$ cat config.mk
export PLATFORM = sky130hd
export DESIGN_NAME = hlv_ctrl
export DESIGN_NICKNAME = d
export VERILOG_FILES = /design/src/hw/hlv_pkg.sv /design/src/hw/hlv_sync_if.sv /design/src/hw/hlv_sync.sv /design/src/hw/hlv_ctrl.sv
export SDC_FILE = /design/constraint.sdc
export NUM_CORES = 1
export LEC_CHECK = 0
export BUFFER_PORTS_ARGS = -buffer_cell sky130_fd_sc_hd__clkbuf_2
export CORE_MARGIN = 3
export CORE_UTILIZATION = 35
export CTS_CLUSTER_SIZE = 25
export DETAILED_ROUTE_END_ITERATION = 12
export PLACE_DENSITY = 0.62
export SETUP_SLACK_MARGIN = 0.3
export SLEW_MARGIN = 0
export SYNTH_ARGS = -nofsm -noshare
export SYNTH_HDL_FRONTEND = slang
export SYNTH_HIERARCHICAL = 1
export SYNTH_SLANG_ARGS = --single-unit
$ cat constraint.sdc
create_clock -name i_sys_clk -period 2.37 [get_ports i_sys_clk]
set_input_delay 0.237 -clock i_sys_clk [delete_from_list [all_inputs] [get_ports i_sys_clk]]
set_output_delay 0.237 -clock i_sys_clk [all_outputs]
set_load 0.03 [all_outputs]
$ cat src/hw/hlv_pkg.sv
// What this block does
// - Raise the event flag when the watched voltage passes the trip point.
// - Event flag with its enable drives the interrupt so software can respond.
// - Direction 1 trips at or above the level; 0 at or below.
// - Band gap stable bit is read-only and mirrors the band gap ready input.
// - Reference stable bit reads 1 only while the flag can be raised.
// - Top trip level code routes the comparator to the external sense pin while the detector is enabled.
// - Reference stable is read-only, held low for a settling time after each enable.
// - No event flag until the circuit is stable and reference stable is set.
// - Trip level all ones selects external-input mode while the detector is enabled.
// - Reset returns the control register to its reset state, detector off.
package hlv_pkg;

   // Register addresses on the plain register port
   localparam int              ADDR_W          = 12;
   localparam logic [11:0]     ADDR_CTRL       = 12'hF85;
   localparam logic [11:0]     ADDR_STATUS     = 12'hF86;
   localparam logic [11:0]     ADDR_MASK       = 12'hF87;

   // Control register field positions
   localparam int              BIT_DIR         = 7;
   localparam int              BIT_BGAP        = 6;
   localparam int              BIT_REFST       = 5;
   localparam int              BIT_EN          = 4;
   localparam int              LVL_LSB         = 0;
   localparam int              LVL_W           = 4;
   // Status and mask layout
   localparam int              BIT_EVENT       = 0;

   // Reset values and the external-input level code
   localparam logic [7:0]      CTRL_RST        = 8'h00;
   localparam logic [LVL_W-1:0] LVL_EXT        = 4'hF;
   localparam logic [7:0]      RD_ZERO         = 8'h00;

   // Settling time of the reference after each enable
   localparam int              CLK_PERIOD_NS   = 100;
   localparam int              T_SETTLE_NS     = 20000;
   localparam int              CNT_W           = 8;
   localparam logic [CNT_W-1:0] SETTLE_CYC     =
      CNT_W'((T_SETTLE_NS + CLK_PERIOD_NS - 1) / CLK_PERIOD_NS);
   localparam logic [CNT_W-1:0] CNT_ZERO       = 8'h00;
   localparam logic [CNT_W-1:0] CNT_ONE        = 8'h01;

   // Synchroniser lane order
   localparam int              SYNC_W          = 4;
   localparam int              SY_GE           = 0;
   localparam int              SY_LE           = 1;
   localparam int              SY_REF          = 2;
   localparam int              SY_BGAP         = 3;

   typedef enum logic [2:0] {
      HLV_OFF    = 3'h1,
      HLV_SETTLE = 3'h2,
      HLV_READY  = 3'h4
   } hlv_state_t;

endpackage : hlv_pkg

$ cat src/hw/hlv_sync_if.sv
`timescale 1ns/1ns
`default_nettype none
// Raw analog-side levels in, clock-aligned levels out
interface hlv_sync_if;
   logic [3:0] raw;
   logic [3:0] sync;
   modport user (output raw, input sync);
   modport sync_side (input raw, output sync);
endinterface : hlv_sync_if
`default_nettype wire

$ cat src/hw/hlv_sync.sv
`timescale 1ns/1ns
`default_nettype none
module hlv_sync
   import hlv_pkg::*;
(
   input  wire logic       i_sys_clk,
   input  wire logic       i_rst,
   hlv_sync_if.sync_side   s_if
);

   typedef struct packed {
      logic [SYNC_W-1:0] meta;
      logic [SYNC_W-1:0] stab;
   } hlv_sync_st_t;

   hlv_sync_st_t st_r;
   hlv_sync_st_t st_nxt;

   always_comb begin
      st_nxt      = st_r;
      st_nxt.meta = s_if.raw;
      st_nxt.stab = st_r.meta;
   end

   // Constant reset only; first stage feeds second stage alone
   always_ff @(posedge i_sys_clk or posedge i_rst) begin
      if (i_rst) begin
         st_r <= '0;
      end else begin
         st_r <= st_nxt;
      end
   end

   assign s_if.sync = st_r.stab;
endmodule : hlv_sync
`default_nettype wire

$ cat src/hw/hlv_ctrl.sv
// Implementation choice: the strobed register port.
`timescale 1ns/1ns
`default_nettype none
module hlv_ctrl
   import hlv_pkg::*;
(
   input  wire logic              i_sys_clk,
   input  wire logic              i_rst,
   input  wire logic [ADDR_W-1:0] i_addr,
   input  wire logic [7:0]        i_wdata,
   input  wire logic              i_wr,
   input  wire logic              i_rd,
   output logic [7:0]             o_rdata,
   input  wire logic              i_cmp_ge,
   input  wire logic              i_cmp_le,
   input  wire logic              i_ref_ready,
   input  wire logic              i_bgap_ready,
   output logic                   o_det_enable,
   output logic [LVL_W-1:0]       o_trip_level,
   output logic                   o_ext_sense_sel,
   output logic                   o_irq
);

   // All block state in one record
   typedef struct packed {
      logic              dir;
      logic              en;
      logic [LVL_W-1:0]  lvl;
      hlv_state_t        st;
      logic [CNT_W-1:0]  cnt;
      logic              flag;
      logic              mask;
      logic [7:0]        rdata;
   } hlv_regs_t;

   hlv_regs_t r_r;
   hlv_regs_t r_nxt;

   hlv_sync_if s_if ();

   logic       ge_s;
   logic       le_s;
   logic       ref_s;
   logic       bgap_s;
   logic       ref_stable;
   logic       trip_hit;
   logic       wr_ctrl;
   logic       wr_stat;
   logic       wr_mask;
   logic       en_rise;
   logic [7:0] ctrl_view;

   // analog levels cross into the clock domain
   assign s_if.raw[SY_GE]   = i_cmp_ge;
   assign s_if.raw[SY_LE]   = i_cmp_le;
   assign s_if.raw[SY_REF]  = i_ref_ready;
   assign s_if.raw[SY_BGAP] = i_bgap_ready;

   hlv_sync hlv_sync_inst (
      .i_sys_clk (i_sys_clk),
      .i_rst     (i_rst),
      .s_if      (s_if)
   );

   // Synchronised copies, the only form the logic sees
   assign ge_s   = s_if.sync[SY_GE];
   assign le_s   = s_if.sync[SY_LE];
   assign ref_s  = s_if.sync[SY_REF];
   assign bgap_s = s_if.sync[SY_BGAP];

   // Write decode, one strobe per register
   assign wr_ctrl = i_wr && (i_addr == ADDR_CTRL);
   assign wr_stat = i_wr && (i_addr == ADDR_STATUS);
   assign wr_mask = i_wr && (i_addr == ADDR_MASK);
   assign en_rise = wr_ctrl && i_wdata[BIT_EN] && !r_r.en;

   // stable only once events can really be flagged
   assign ref_stable = (r_r.st == HLV_READY);

   // direction picks which comparator sense counts
   assign trip_hit = r_r.dir ? ge_s : le_s;

   // read-only bits come from live state, not storage
   always_comb begin
      ctrl_view              = RD_ZERO;
      ctrl_view[BIT_DIR]     = r_r.dir;
      ctrl_view[BIT_BGAP]    = bgap_s;
      ctrl_view[BIT_REFST]   = ref_stable;
      ctrl_view[BIT_EN]      = r_r.en;
      ctrl_view[LVL_LSB +: LVL_W] = r_r.lvl;
   end

   // Next-state logic for the whole block
   always_comb begin
      r_nxt = r_r;

      if (wr_ctrl) begin
         r_nxt.dir = i_wdata[BIT_DIR];
         r_nxt.en  = i_wdata[BIT_EN];
         r_nxt.lvl = i_wdata[LVL_LSB +: LVL_W];
      end

      // Interrupt enable for the event flag
      if (wr_mask) begin
         r_nxt.mask = i_wdata[BIT_EVENT];
      end

      case (r_r.st)
         HLV_OFF: begin
            r_nxt.cnt = CNT_ZERO;
            if (en_rise) begin
               r_nxt.st  = HLV_SETTLE;
               r_nxt.cnt = SETTLE_CYC;
            end
         end
         HLV_SETTLE: begin
            if (r_r.cnt != CNT_ZERO) begin
               r_nxt.cnt = r_r.cnt - CNT_ONE;
            end else if (ref_s) begin
               // Timer alone is not trusted; analog ready must agree
               r_nxt.st = HLV_READY;
            end
         end
         HLV_READY: begin
            // Reference dropping out sends us back to wait again
            if (!ref_s) begin
               r_nxt.st  = HLV_SETTLE;
               r_nxt.cnt = SETTLE_CYC;
            end
         end
         default: begin
            r_nxt.st  = HLV_OFF;
            r_nxt.cnt = CNT_ZERO;
         end
      endcase

      // disabling drops the state machine and counter back to off at once; flag and mask keep their values
      if (wr_ctrl && !i_wdata[BIT_EN]) begin
         r_nxt.st  = HLV_OFF;
         r_nxt.cnt = CNT_ZERO;
      end

      // Write-one-to-clear on the event flag
      if (wr_stat && i_wdata[BIT_EVENT]) begin
         r_nxt.flag = 1'h0;
      end
      // gated by stability; set wins over the clear
      if (ref_stable && trip_hit) begin
         r_nxt.flag = 1'h1;
      end

      // Read data land one cycle after the strobe; unmapped reads zero
      r_nxt.rdata = RD_ZERO;
      if (i_rd) begin
         case (i_addr)
            ADDR_CTRL: begin
               r_nxt.rdata = ctrl_view;
            end
            ADDR_STATUS: begin
               r_nxt.rdata[BIT_EVENT] = r_r.flag;
            end
            ADDR_MASK: begin
               r_nxt.rdata[BIT_EVENT] = r_r.mask;
            end
            default: begin
               r_nxt.rdata = RD_ZERO;
            end
         endcase
      end
   end

   always_ff @(posedge i_sys_clk or posedge i_rst) begin
      if (i_rst) begin
         r_r.dir   <= CTRL_RST[BIT_DIR];
         r_r.en    <= CTRL_RST[BIT_EN];
         r_r.lvl   <= CTRL_RST[LVL_LSB +: LVL_W];
         r_r.st    <= HLV_OFF;
         r_r.cnt   <= CNT_ZERO;
         r_r.flag  <= 1'h0;
         r_r.mask  <= 1'h0;
         r_r.rdata <= RD_ZERO;
      end else begin
         r_r <= r_nxt;
      end
   end

   // Analog-side controls, all from flops
   assign o_det_enable = r_r.en;
   assign o_trip_level = r_r.lvl;
   assign o_ext_sense_sel = r_r.en && (r_r.lvl == LVL_EXT);
   // level interrupt while flag and enable both set
   assign o_irq = r_r.flag && r_r.mask;
   assign o_rdata = r_r.rdata;
endmodule : hlv_ctrl
`default_nettype wire

==> results.cfg <==
[die]
die_y_um = 74.9
start_util_pct = 37.2
ios = 43
fp.dieW_um = 74.9
core_area_um2 = 4470
rows = 24
dieArea_um2 = 5610

[logic_synthesis]
synth.area.mux_share_pct = 6.09
synth-simple-area-share_pct = 21.4
synth-async-reset-ratio_pct = 100
synth.largest_area_cell = dfrtp_1
syn_area_per_cell_um2 = 10.7
yosys.area.top_type_share_pct = 51.2
ys_seq_elements = 35
syn-instance-count = 156
yosysMostFrequentCell = dfrtp_1
synth-adder-area-share_pct = 0.752
synthFlopType = dfrtp_1
synthDistinctLibCells = 40
synth_area_leaders = dfrtp_1 (51%), mux2_2 (6.1%), buf_4 (5.9%)
syn-num-nets = 185
synth_top_family_by_area = simple AND/OR/NAND/NOR gates
synth_edf_count = 0
yosys_warnings = 6
ys_top_cells_by_count = dfrtp_1 (34), buf_4 (13), nand2_1 (13), nor2_1 (12)
synth_xor_area_share_pct = 0.527
synth-compound-area-share_pct = 11.0
ys_seq_area_share_pct = 52.7
netlist_area_um2 = 1660

[critical_path]
arrival_ps = 2110
r2r-start = r_r[10]$_DFFE_PP0P_
start_kind = flip-flop
endpoint_kind = flip-flop
startpoint = r_r[10]$_DFFE_PP0P_
r2r-end = r_r[16]$_DFFE_PP0P_
slowest_stage = or4b_4
path_max_fanout = 7
required_ps = 2530
criticalPathCategory = flip-flop to flip-flop
cp_cell_sequence = inv_1 -> ha_2 -> or4b_4 -> o31ai_2 -> nand2b_1 -> o22ai_1
critPathTopFamily = simple AND/OR/NAND/NOR gates
ff2ff_setup_slack_ps = 420
rr_worst_depth = 6
critPathMaxStageDelay_ps = 520
crit_buf_inv = 1

[hold_path]
hold_path_class = input pin to flip-flop
hold_depth = 1
hold_start = i_bgap_ready
min_to = hlv_sync_inst/st_nxt[3]$_DFF_PP0_

[timing]
tightest_slew_ps = 444
setup_viol = 0
slew_violations = 0
rsz0062_at_grt = no
finalCritPeriodShare_pct = 82.4
slew_headroom_pct = 70.0
fin_tns_setup_ps = 0
max_freq_ghz = 0.512
fin_worst_skew_ps = 11.3
final-hold-violation-count = 0
finalCriticalPeriod_ps = 1950
holdWs_ps = 58.5

[drt]
firstDrtPassIters = 4
viasPerCell = 4.96
dr_total_vias = 1220
detail-route-antenna-nets = 0
wl_mm = 3.19
drt_iter0_markers = 60
drc = 0
wl_per_cell_um = 13.0

[cells_and_area]
n_fill_cell = 423
n_antenna_cell = 0
drive_gt1_share_pct = 37.1
final_net_count = 222
multi_input_area_um2 = 676
regArea_um2 = 877
synthToLayoutAreaGrowth_pct = 19.9
post-route-cell-area_um2 = 1990

[placed_design]
place_area_um2 = 1860
dp_hpwl_mm = 2.41
port_buffers = 40
gp_congestion = 0.809

[clock_network]
root_buffer = clkbuf_8
numCtsBuffers = 5
post-cts-setup-buffers = 0
htreeDepth = 2
clock-sinks = 35
clockBufferDepth = 2
path_clk_slew_ps = 80
cts_tree = done
clkLatencyLatePin_ps = 290

[global_route]
antenna_found_initial = 0
grt_pass1_vias = 1135
grt_pass1_wl_mm = 5.22
grt_max_degree = 28
grt_usage_pct = 12.5
grt-ovfl-total = 0

[power_and_ir_drop]
max-vdd-ir-drop_mv = 0.435
power_density_nw_per_um2 = 595
p_leak_uw = 0.00100

[run]
maxCapViolCount = 0

[run_status]
outcome = finished clean
per-stage QoR:
step                total power (µW)  utilization [%]  std cells  setup WS [ps]
floorplan                        636                -        156            416
CTS                             1200             44.4        246            361
detailed placement               665             41.5        237            307
finish                          1190             44.5        246            416
global placement                 664             41.5        237            309
global route                    1230             44.5        246            340
how the worst max path moves through the flow:
stage                     endpoint  slack (ps)  depth (start not counted)
4_1_cts        r_r[13]$_DFFE_PP0P_         360                          7
5_1_grt        r_r[16]$_DFFE_PP0P_         340                          6
6_report       r_r[16]$_DFFE_PP0P_         420                          6
2_1_floorplan  r_r[13]$_DFFE_PP0P_         420                          8
3_3_place_gp   r_r[17]$_DFFE_PP0P_         310                          6
3_5_place_dp   r_r[17]$_DFFE_PP0P_         310                          6
what timing repair did:
| action | in CTS | in global routing |
|---|---|---|
| hold buffers | 1 | 0 |
| gates resized for setup | 2 | 3 |
| endpoints found under the setup margin | 3 | 2 |
| hold endpoints to repair | 8 | 0 |
metal layers:
metal	vias to the layer above	GRT usage (%)	routed length, µm	part of all wire (%)
li1	609	-	-	-
met1	577	15.8	1480	46
met2	32	19.8	1530	48
met3	2	4.14	159	5.0
met4	0	4.74	22	0.69
met5	-	0	0	0
kinds of logic after synthesis:
logic type,after synthesis
xor+xnor,1
buf+inv,20
mux,9
fa+ha+maj,1
flops,35
compound gates,28
simple gates,62
flip-flops by register name, summed over array words and instances (netlist names):
name / flops
o_trip_level: 4
ctrl_view: 1
r_r: 13
o_det_enable: 1
hlv_sync_inst/st_nxt: 4
o_rdata: 8
hlv_sync_inst/s_if.sync: 4
cell type report:
| type | instances | area share [%] |
|---|---|---|
| tap | 52 | 3.26 |
| clock inverter | 3 | 2.20 |
| clock buffer | 5 | 3.45 |
| multi-input combinational | 101 | 33.9 |
| sequential | 35 | 44.0 |
| timing repair buffer | 46 | 12.4 |
| inverter | 4 | 0.753 |
where the power goes:
part / switching (µW) / internal (µW)
sequential: 2.71 / 604
combinational: 24.6 / 21.8
clock: 219 / 313
total: 246 / 939
layout by cell type (no fill, tap or decap), types with 2 or more instances in the layout:
| master | n |
|---|---|
| o22ai_1 | 2 |
| mux2_2 | 9 |
| nand2b_1 | 3 |
| nor2_1 | 12 |
| nor3b_1 | 2 |
| nand2_1 | 13 |
| or3_1 | 2 |
| or4b_4 | 2 |
| a21oi_1 | 9 |
| clkbuf_8 | 5 |
| nand4_1 | 3 |
| nor3_1 | 3 |
| nor2b_1 | 2 |
| and2_1 | 9 |
| buf_4 | 5 |
| dfrtp_1 | 34 |
| nand3_1 | 3 |
| clkbuf_2 | 40 |
| inv_1 | 4 |
| o21ai_0 | 7 |
Note: power is estimated with default switching activity, not from simulation.
